`src/core/cusb_clock_map.vh`:
```
/*
  Bit positions, reset values and timing figures of the CPU and USB clock
  selector. Assumes it is included by the selector modules only.
*/
// Notes on behaviour
// (RL1) PLL stopped while halt bit is one
// (RL2) Multiplier select: zero times 8, one times 12
// (RL3) Source select one feeds HS clock to PLL
// (RL4) Software stops, programs, selects, then starts PLL
// (RL5) Software waits 800 us before USB clock
// (RL6) USB gate bit passes PLL clock to core
// (RL7) Internal, X1 or external clock per selects
// (RL8) Oscillator mode: bits 7, 6, 0
// (RL9) CPU source select at bit 4
// (RL10) Main clock mode: bits 2 and 0
// (RL11) HS oscillator halt at bit 7
// (RL12) Internal osc: stable bit 7, halt bit 0
// (RL13) CPU runs internal oscillator after reset
// (RL14) Amplitude high only above 10 MHz
// (RL15) Software prepares oscillator before switching CPU
// (RL16) Amplitude and PLL source select write once
// (RL17) No return from HS clock to internal
// (RL18) HALT from HS clock enters HALT mode
// (RL19) Software stops peripherals before STOP
// (RL20) Source switching is glitch free; the X1/external select switches at once, outside the mux
`ifndef CUSB_CLOCK_MAP_VH
`define CUSB_CLOCK_MAP_VH

`define CUSB_OSC_EXTCLK_BIT   7
`define CUSB_OSC_PINEN_BIT    6
`define CUSB_OSC_AMPLITUDE_HIGH_BIT     0
`define CUSB_PROC_CSS_BIT     4
`define CUSB_MCM_HS_SOURCE_TO_PLL_SEL_BIT     2
`define CUSB_MCM_MAIN_BIT     0
`define CUSB_MOC_HALT_BIT     7
`define CUSB_RCM_STABLE_BIT   7
`define CUSB_RCM_HALT_BIT     0
`define CUSB_PLL_HALT_BIT     1
`define CUSB_PLL_MUL_BIT      0
`define CUSB_USB_GATE_BIT     0

`define CUSB_PLL_HALT_RST     1'h1
`define CUSB_MUL_LOW          5'h08
`define CUSB_MUL_HIGH         5'h0C

`define CUSB_CLK_MHZ          25
`define CUSB_PLL_LOCK_US      800
`define CUSB_PLL_LOCK_CYC     (`CUSB_PLL_LOCK_US * `CUSB_CLK_MHZ)
`define CUSB_INT_STABLE_CYC   16'h0010

`endif

```
`src/core/cusb_clk_mux.v`:
```
/*
  Two-input glitch-free clock enable switch. Inputs are enable pulses in the
  clk domain; the switch changes source only between pulses of both.
*/
`timescale 1ns/100ps
`default_nettype none
module cusb_clk_mux
(
  input  wire clk,
  input  wire sys_rst,
  input  wire selB,
  input  wire tickA,
  input  wire tickB,
  output wire tickOut,
  output wire onB
);
  reg selB_ff;

  always @(posedge clk)
  begin
    if (sys_rst)
      selB_ff <= 1'b0;
    else if (!tickA && !tickB)
      selB_ff <= selB; // see (RL20)
  end

  assign onB     = selB_ff;
  assign tickOut = selB_ff ? tickB : tickA;
endmodule // cusb_clk_mux
`default_nettype wire

```
`src/core/cusb_clock_selector.v`:
```
/*
  CPU, peripheral and USB clock selector. Clock sources arrive as one-cycle
  enable pulses in the single clk domain; selected enables leave the same way.
  Control bits are plain ports written by the core via write strobes.
*/
`timescale 1ns/100ps
`default_nettype none
`include "cusb_clock_map.vh"
module cusb_clock_selector
#(
  parameter LOCK_CYC = `CUSB_PLL_LOCK_CYC
)
(
  input  wire       clk,
  input  wire       sys_rst,
  input  wire       intOscTick,
  input  wire       hsOscTick,
  input  wire       extClkTick,
  input  wire [7:0] wrData,
  input  wire       oscModeWr,
  input  wire       procClockWr,
  input  wire       mainModeWr,
  input  wire       mainOscWr,
  input  wire       intOscWr,
  input  wire       pllControlWr,
  input  wire       usbControlWr,
  input  wire       haltExec,
  input  wire       stopExec,
  input  wire       wakeUp,
  output wire [7:0] oscModeRd,
  output wire [7:0] procClockRd,
  output wire [7:0] mainModeRd,
  output wire [7:0] mainOscRd,
  output wire [7:0] intOscRd,
  output wire [7:0] pllControlRd,
  output wire       cpuTick,
  output wire       periphTick,
  output wire       usbTick,
  output reg        pllTick_ff,
  output wire       pllLocked,
  output wire [4:0] pllFactor,
  output wire       haltMode,
  output wire       stopMode
);
  localparam RUN  = 2'h0;
  localparam HALT = 2'h1;
  localparam STOP = 2'h2;

  reg        extSel_ff, pinEn_ff, amplitude_high_ff, amphDone_ff;
  reg        cssSel_ff, hs_source_to_pll_sel_ff, xselDone_ff, mainSel_ff;
  reg        hsHalt_ff, intHalt_ff, intStable_ff;
  reg        pllHalt_ff, pllMul_ff, usbGate_ff, hsLock_ff;
  reg [1:0]  mode_ff;
  reg [1:0]  nxt_mode;
  reg [15:0] intCnt_ff;
  reg [31:0] lockCnt_ff;
  reg [4:0]  pllPh_ff;
  wire       hsTick, hsSrcTick, mainTick, onHs, gateOpen;

  always @(posedge clk)
  begin
    if (sys_rst)
    begin
      extSel_ff   <= 1'b0;
      pinEn_ff    <= 1'b0;
      amplitude_high_ff     <= 1'b0;
      amphDone_ff <= 1'b0;
      cssSel_ff   <= 1'b0;
      hs_source_to_pll_sel_ff     <= 1'b0;
      xselDone_ff <= 1'b0;
      mainSel_ff  <= 1'b0; // see (RL13)
      hsHalt_ff   <= 1'b1;
      intHalt_ff  <= 1'b0;
      pllHalt_ff  <= `CUSB_PLL_HALT_RST;
      pllMul_ff   <= 1'b0;
      usbGate_ff  <= 1'b0;
      hsLock_ff   <= 1'b0;
    end
    else
    begin
      if (oscModeWr)
      begin
        extSel_ff <= wrData[`CUSB_OSC_EXTCLK_BIT]; // see (RL8)
        pinEn_ff  <= wrData[`CUSB_OSC_PINEN_BIT];
        if (!amphDone_ff)
        begin
          amplitude_high_ff     <= wrData[`CUSB_OSC_AMPLITUDE_HIGH_BIT]; // see (RL16)
          amphDone_ff <= 1'b1;
        end
      end
      if (procClockWr)
        cssSel_ff <= wrData[`CUSB_PROC_CSS_BIT]; // see (RL9)
      if (mainModeWr)
      begin
        if (!xselDone_ff)
        begin
          hs_source_to_pll_sel_ff     <= wrData[`CUSB_MCM_HS_SOURCE_TO_PLL_SEL_BIT]; // see (RL10) (RL16)
          xselDone_ff <= 1'b1;
        end
        if (wrData[`CUSB_MCM_MAIN_BIT])
          mainSel_ff <= 1'b1; // see (RL17)
      end
      if (mainOscWr)
        hsHalt_ff <= wrData[`CUSB_MOC_HALT_BIT]; // see (RL11)
      if (intOscWr)
        intHalt_ff <= wrData[`CUSB_RCM_HALT_BIT]; // see (RL12)
      if (pllControlWr)
      begin
        pllHalt_ff <= wrData[`CUSB_PLL_HALT_BIT]; // see (RL1)
        pllMul_ff  <= wrData[`CUSB_PLL_MUL_BIT]; // see (RL2)
      end
      if (usbControlWr)
        usbGate_ff <= wrData[`CUSB_USB_GATE_BIT]; // see (RL6)
      hsLock_ff <= onHs;
    end
  end

  // Internal oscillator settles after restart
  always @(posedge clk)
  begin
    if (sys_rst || intHalt_ff)
    begin
      intCnt_ff    <= 16'h0000;
      intStable_ff <= 1'b0;
    end
    else if (intOscTick && !intStable_ff)
    begin
      intCnt_ff    <= intCnt_ff + 16'h0001;
      intStable_ff <= (intCnt_ff == `CUSB_INT_STABLE_CYC - 16'h0001);
    end
  end

  // High-speed source: X1 or external, gated by pin enable and halt
  assign hsTick    = pinEn_ff && !hsHalt_ff &&
                     (extSel_ff ? extClkTick : hsOscTick); // see (RL7)
  assign hsSrcTick = hs_source_to_pll_sel_ff && hsTick; // see (RL3)

  cusb_clk_mux mainMux
  (
    .clk     (clk),
    .sys_rst (sys_rst),
    .selB    (mainSel_ff && hs_source_to_pll_sel_ff),
    .tickA   (intOscTick && !intHalt_ff),
    .tickB   (hsTick),
    .tickOut (mainTick),
    .onB     (onHs)
  );

  // PLL model: multiplies source enables into a phase counter
  assign pllFactor = pllMul_ff ? `CUSB_MUL_HIGH : `CUSB_MUL_LOW; // see (RL2)
  always @(posedge clk)
  begin
    if (sys_rst || pllHalt_ff || !hs_source_to_pll_sel_ff)
    begin
      pllPh_ff   <= 5'h00; // see (RL1)
      pllTick_ff <= 1'b0;
      lockCnt_ff <= 32'h00000000;
    end
    else
    begin
      pllTick_ff <= hsSrcTick || (pllPh_ff != 5'h00);
      if (hsSrcTick)
        pllPh_ff <= pllFactor - 5'h01;
      else if (pllPh_ff != 5'h00)
        pllPh_ff <= pllPh_ff - 5'h01;
      if (lockCnt_ff < LOCK_CYC)
        lockCnt_ff <= lockCnt_ff + 32'h00000001;
    end
  end
  // Lock flag drops in the very cycle the halt bit is set
  assign pllLocked = !pllHalt_ff && (lockCnt_ff >= LOCK_CYC); // see (RL1)

  // Low-power modes
  always @*
  begin
    nxt_mode = mode_ff;
    case (mode_ff)
      RUN:
      begin
        if (stopExec)
          nxt_mode = STOP; // see (RL19)
        else if (haltExec)
          nxt_mode = HALT; // see (RL18)
      end
      HALT:
        if (wakeUp)
          nxt_mode = RUN;
      STOP:
        if (wakeUp)
          nxt_mode = RUN;
      default:
        nxt_mode = RUN;
    endcase
  end

  always @(posedge clk)
  begin
    if (sys_rst)
      mode_ff <= RUN;
    else
      mode_ff <= nxt_mode;
  end

  assign haltMode   = (mode_ff == HALT);
  assign stopMode   = (mode_ff == STOP);
  assign gateOpen   = (mode_ff == RUN);
  assign cpuTick    = gateOpen && !cssSel_ff && mainTick;
  assign periphTick = !stopMode && mainTick;
  assign usbTick    = usbGate_ff && !stopMode && pllTick_ff; // see (RL6)

  assign oscModeRd    = {extSel_ff, pinEn_ff, 5'h00, amplitude_high_ff};
  assign procClockRd  = {3'h0, cssSel_ff, 4'h0};
  assign mainModeRd   = {5'h00, hs_source_to_pll_sel_ff, hsLock_ff, mainSel_ff};
  assign mainOscRd    = {hsHalt_ff, 7'h00};
  assign intOscRd     = {intStable_ff, 6'h00, intHalt_ff};
  assign pllControlRd = {6'h00, pllHalt_ff, pllMul_ff};
endmodule // cusb_clock_selector
`default_nettype wire

```
`config.mk`:
```
export PLATFORM = sky130hd
export DESIGN_NAME = cusb_clock_selector
export DESIGN_NICKNAME = d
export VERILOG_FILES = /design/src/core/cusb_clk_mux.v /design/src/core/cusb_clock_selector.v
export VERILOG_INCLUDE_DIRS = /design/src /design/src/core
export SDC_FILE = /design/constraint.sdc
export NUM_CORES = 1
export LEC_CHECK = 0
export ABC_AREA = 1
export BUFFER_PORTS_ARGS = -buffer_cell sky130_fd_sc_hd__clkbuf_2
export CORE_ASPECT_RATIO = 0.75
export CORE_MARGIN = 2
export CORE_UTILIZATION = 54
export DETAILED_ROUTE_END_ITERATION = 7
export GPL_TIMING_DRIVEN = 1
export PLACE_DENSITY_LB_ADDON = 0.3
export RECOVER_POWER = 25
export SYNTH_ARGS = -nofsm -noshare
export SYNTH_HDL_FRONTEND = slang
export SYNTH_SLANG_ARGS = --single-unit
```
`constraint.sdc`:
```
create_clock -name clk -period 3.85 [get_ports clk]
set_clock_uncertainty 0.15 [all_clocks]
set_input_delay 0.5775 -clock clk [delete_from_list [all_inputs] [get_ports clk]]
set_output_delay 0.5775 -clock clk [all_outputs]
set_load 0.005 [all_outputs]
```
# Word-level counts from Yosys, hierarchy flattened

Index checks and enable logic that the tools add are counted.

Flip-flop bits (word level): 72
Output and inout bits: 60
Word-level logic and storage cells: 77

Add/subtract/negate cells: 4
Order comparisons: 2
Equality and inequality tests: 5
Muxes and demuxes: 9
Bitwise operators: 2
Reductions and logical operators: 34

Operators with widths:

| kind                                                                           | number |
|---|---|
| 32-bit by 1-bit adder with 32-bit output, second input constant                | 1 |
| 32-bit by 15-bit >= comparator with 1-bit output, second input constant        | 1 |
| 32-bit by 15-bit less-than comparator with 1-bit output, second input constant | 1 |
| 16-bit by 1-bit adder with 16-bit output, second input constant                | 1 |
| 16-bit by 4-bit == test with 1-bit output, second input constant               | 1 |
| 1-bit logical AND                                                              | 13 |
| 5-bit 2-to-1 mux                                                               | 2 |
| 1-bit logical NOT                                                              | 9 |
| 2-bit AND reduction                                                            | 4 |
| 2-bit 2-to-1 mux                                                               | 3 |
| 5-bit nonzero test                                                             | 1 |
| 4-bit by 1-bit subtractor with 5-bit output, second input constant             | 1 |
| 5-bit by 1-bit subtractor with 5-bit output, second input constant             | 1 |
| 1-bit logical OR                                                               | 4 |
| 2-bit one-hot mux with 2 select lines                                          | 1 |
| 3-bit 2-to-1 mux                                                               | 1 |
| 3-bit inequality test, second input constant                                   | 1 |
| 2-bit by 1-bit == test with 1-bit output, second input constant                | 1 |
| 2-bit == test, second input constant                                           | 1 |
| 2-bit logical NOT                                                              | 1 |
| 1-bit 2-to-1 mux                                                               | 2 |
| 2-bit by 1-bit inequality test with 1-bit output, second input constant        | 1 |
| 1-bit inverter                                                                 | 2 |
| 2-bit nonzero test                                                             | 1 |
| 2-bit OR reduction                                                             | 1 |

# Longest topological paths before layout

Depth after elaboration: 5
Mapped depth: 9
Mapped depth without buffers: 8

# Cells and area by module

From an unflattened synthesis, not the netlist that was laid out.

Cell total of the unflattened synthesis: 521
Area, all modules: 3802.4 um^2

By module, submodules not included:

| module              | times used | cells an instance | area each (um^2) | seq. area each (um^2) |
|---|---|---|---|---|
| cusb_clock_selector | 1          | 510               | 3741.1           | 1421.4 |
| cusb_clk_mux        | 1          | 11                | 61.3             | 20.0 |

# Worst setup path after synthesis

Ideal clock, no wire load.

Path kind: input port to output port
From: input port extClkTick
To: output port cpuTick
Arrival: 1.230 ns
Data required time: 3.122 ns
Path slack: 1.893 ns
Cell stages on the path: 5
Path buffers: 0
Cell sequence: or2_2 > nand2_1 > inv_1 > o21ai_0 > nor3_1

Word-level cells in the longest chain between the ends: 4

RTL lines:

| what               | RTL line                  | source |
|---|---|---|
| start: declaration | cusb_clock_selector.v:18  | `input wire extClkTick,` |
| 1-bit 2-to-1 mux   | cusb_clock_selector.v:135 | `(extSel_ff ? extClkTick : hsOscTick);` |
| 1-bit logical AND  | cusb_clock_selector.v:134 | `assign hsTick = pinEn_ff && !hsHalt_ff &&` |
| 1-bit 2-to-1 mux   | cusb_clk_mux.v:28         | `assign tickOut = selB_ff ? tickB : tickA;` |
| 1-bit logical AND  | cusb_clock_selector.v:207 | `assign cpuTick = gateOpen && !cssSel_ff && mainTick;` |
| end: declaration   | cusb_clock_selector.v:36  | `output wire cpuTick,` |

No other way between the ends.

# Final worst setup path

From: register lockCnt_ff[17]
To: output port pllLocked

Word-level cells in the longest chain between the ends: 2

RTL lines:

| what                                             | RTL line                  | source |
|---|---|---|
| start: declaration                               | cusb_clock_selector.v:56  | `reg [31:0] lockCnt_ff;` |
| start signal: assignment                         | cusb_clock_selector.v:167 | `lockCnt_ff <= lockCnt_ff + 32'h00000001;` |
| 32-bit by 15-bit >= comparator with 1-bit output | cusb_clock_selector.v:171 | `assign pllLocked = !pllHalt_ff && (lockCnt_ff >= LOCK_CYC);` |
| 1-bit logical AND                                | cusb_clock_selector.v:171 |  |
| end: declaration                                 | cusb_clock_selector.v:40  | `output wire pllLocked,` |

No other way between the ends.

==> impl_metrics.tcl <==
set metrics [dict create \
    rows 25 \
    clockRootBuffer "clkbuf_8" \
    via_count 2984 \
    post-synth-top-area-cell "dfxtp_1" \
    initial_core_util 0.570 \
    seq_area_frac_synth 0.392 \
    min-delay-start "usbControlWr" \
    grt_overflow 0 \
    place.gp.congestion 0.851 \
    antenna_found_initial 0 \
    ys_warn_count 0 \
    worstSetupStartpointType "register" \
    slowest_delay_ps 440 \
    combPwrFrac 0.064 \
    avgSynthCellArea_sq_um 7.17 \
    synthAdderAreaFrac 0.0272 \
    yosysTopAreaCellShare 0.392 \
    die_y_um 75.4 \
    antenna_left 0 \
    synth_compound_area_frac 0.113 \
    total_leakage_power_uw 0.00165 \
    fin_cells 623 \
    peakVddDrop_mv 0.160 \
    via_per_inst 4.79 \
    cts.clk_slew.worst_paths_ps 60 \
    grt_pass1_vias 2584 \
    synth-xor-area-share 0.0310 \
    cts_resized 0 \
    drive_gt1_frac 0.122 \
    fin_setup_tns_ps 0 \
    rsz0062_at_grt "false" \
    worstPathCellList "nor2_1 -> nand2_1 -> nor2_2 -> nand3_2 -> nor2_4 -> nor2_1 -> clkbuf_2" \
    holdWs_ps 271 \
    fin_nets 571 \
    grt_pass1_wl_mm 11.3 \
    r2r_start "lockCnt_ff[17]" \
    die-area_sq_um 7490 \
    fin_crit_sh 0.669 \
    port_buffers 40 \
    layout_commonest_cell "nand2_1" \
    drv_slew 0 \
    critical_path_arrival_ps 1850 \
    dr.pass1.iters 7 \
    path_common_cell "nor2_1" \
    tightestPinTransition_ps 999 \
    worstHoldPathType "in -> reg" \
    switching_share 0.228 \
    num-fill-cells 578 \
    hold_viol 0 \
    utilization 0.598 \
    synthMuxAreaShare 0 \
    placed_area_sq_um 3680 \
    crit_type "reg -> out" \
    drc_errors 0 \
    clkPwrFrac 0.390 \
    place_inst 610 \
    synth_cells 512 \
    p_switching_uw 321 \
    endpoint_kind "output port" \
    crit_required_ps 3120 \
    synthToLayoutAreaGrowth_pct 4.87 \
    design_area_sq_um 3850 \
    fmax_ghz 0.388 \
    synth_top_family_by_area "simple AND/OR/NAND/NOR gates" \
    grt_use_total 0.189 \
    ys_ff_latch 72 \
    finalSetupViolations 0 \
    power.internal_uw 1090 \
    final_cell_mix "nand2_1, inv_1, dfxtp_1" \
    power_density_nw_per_um2 366 \
    crit_path_top_delay_cell "nor2_4" \
    seqPwrFrac 0.546 \
    diodes 0 \
    synth_simple_gate_area_frac 0.238 \
    cts_buffers 9 \
    clock-sinks 72 \
    ys_types 30 \
    fin_crit_ps 2570 \
    wl_per_cell_um 10.8 \
    syn_area_sq_um 3670 \
    synth_area_leaders "dfxtp_1, buf_4, nand2_1" \
    die_x_um 99.2 \
    cts_tree "yes" \
    hpwl_mm 4.88 \
    io-pin-count 83 \
    post-cts-setup-buffers 0 \
    drtIter0Drc 110 \
    crit_fanout 16 \
    htreeDepth 3 \
    ctsHoldBuffers 0 \
    insertion_delay_ps 350 \
    grt_max_degree 34 \
    drt-total-wl_mm 6.73 \
    fp.coreArea_sq_um 6440 \
    cp-startpoint "lockCnt_ff[17]" \
    slew_headroom 0.333 \
    drv_cap 0 \
    status "complete, no violations" \
    clock_path_buffers 2 \
]
[flip-flops by register name, indices dropped and copies added (netlist names), 2 cells and up]
register and cells:
intCnt_ff 16, lockCnt_ff 32, mode_ff 2, pllPh_ff 5
[layer usage]
| layer | GRT usage | vias to the layer above | wire [um] |
|---|---|---|---|
| li1 | - | 1570 | - |
| met1 | 0.240 | 1293 | 3280 |
| met2 | 0.303 | 112 | 2820 |
| met3 | 0.0743 | 9 | 556 |
| met4 | 0.0533 | 0 | 62 |
| met5 | 0 | - | 0 |
[power by group through the flow]
| stage | clock, uW | sequential (uW) | combinational, uW |
|---|---|---|---|
| 5_1_grt | 595 | 770 | 105 |
| 3_3_place_gp | 0 | 785 | 88.0 |
| 2_1_floorplan | 0 | 783 | 96.6 |
| 4_1_cts | 562 | 769 | 90.5 |
| 3_5_place_dp | 0 | 786 | 90.1 |
| 6_report | 549 | 769 | 90.4 |
[cells by family after synthesis]
family | count (synthesis)
DFF | 72
adders and majority gates | 8
buffers and inverters | 135
other | 2
xor gates and xnor gates | 13
AOI/OAI and AO/OA | 81
and+or+nand+nor | 201
[cell type report]
class	count	area (sq um)	share of cell area
flip-flops and latches	72	1440	0.374
well taps	81	101	0.0263
repair buffers	40	196	0.0510
inverters	74	278	0.0721
clock buffers	13	179	0.0464
multi-input cells	343	1660	0.430
[synth_stat cells]
cell,number
inv_2,2
clkbuf_1,3
xnor2_1,3
xor2_1,10
buf_1,2
nand3_1,22
o21ai_0,37
buf_4,54
buf_2,1
a211oi_1,2
nor2_2,3
nor3_1,9
or2_2,3
nor2_4,3
nand3_2,1
o31ai_1,1
inv_1,72
conb_1,2
and3_1,1
dfxtp_1,72
buf_6,1
ha_1,8
a21oi_1,40
nand3b_1,1
nand2_1,76
o21ai_2,1
nand4_1,9
nor2_1,69
nor4_1,1
nand2_2,3
[per-stage QoR]
stage               worst slack, ps  power (uW)
finish                         1280        1410
detailed placement             1420         876
floorplan                      1890         880
CTS                            1250        1420
global route                   1100        1470
global placement               1510         873
[path summary, 6_finish.rpt]
check | endpoint | slack (ps) | depth (start not counted)
max reg2reg | lockCnt_ff[6] | 2060 | 7
max | pllLocked | 1280 | 7
min | usbGate_ff | 270 | 2
min reg2reg | lockCnt_ff[23] | 280 | 2
[worst max-delay path, delay by kind of cell (launching register included)]
kind / cells / cell delay [ps]
flip-flops: 1 / 310
buffers and inverters: 1 / 120
AND/OR/NAND/NOR: 6 / 1070
(Power assumes the default switching activity.)
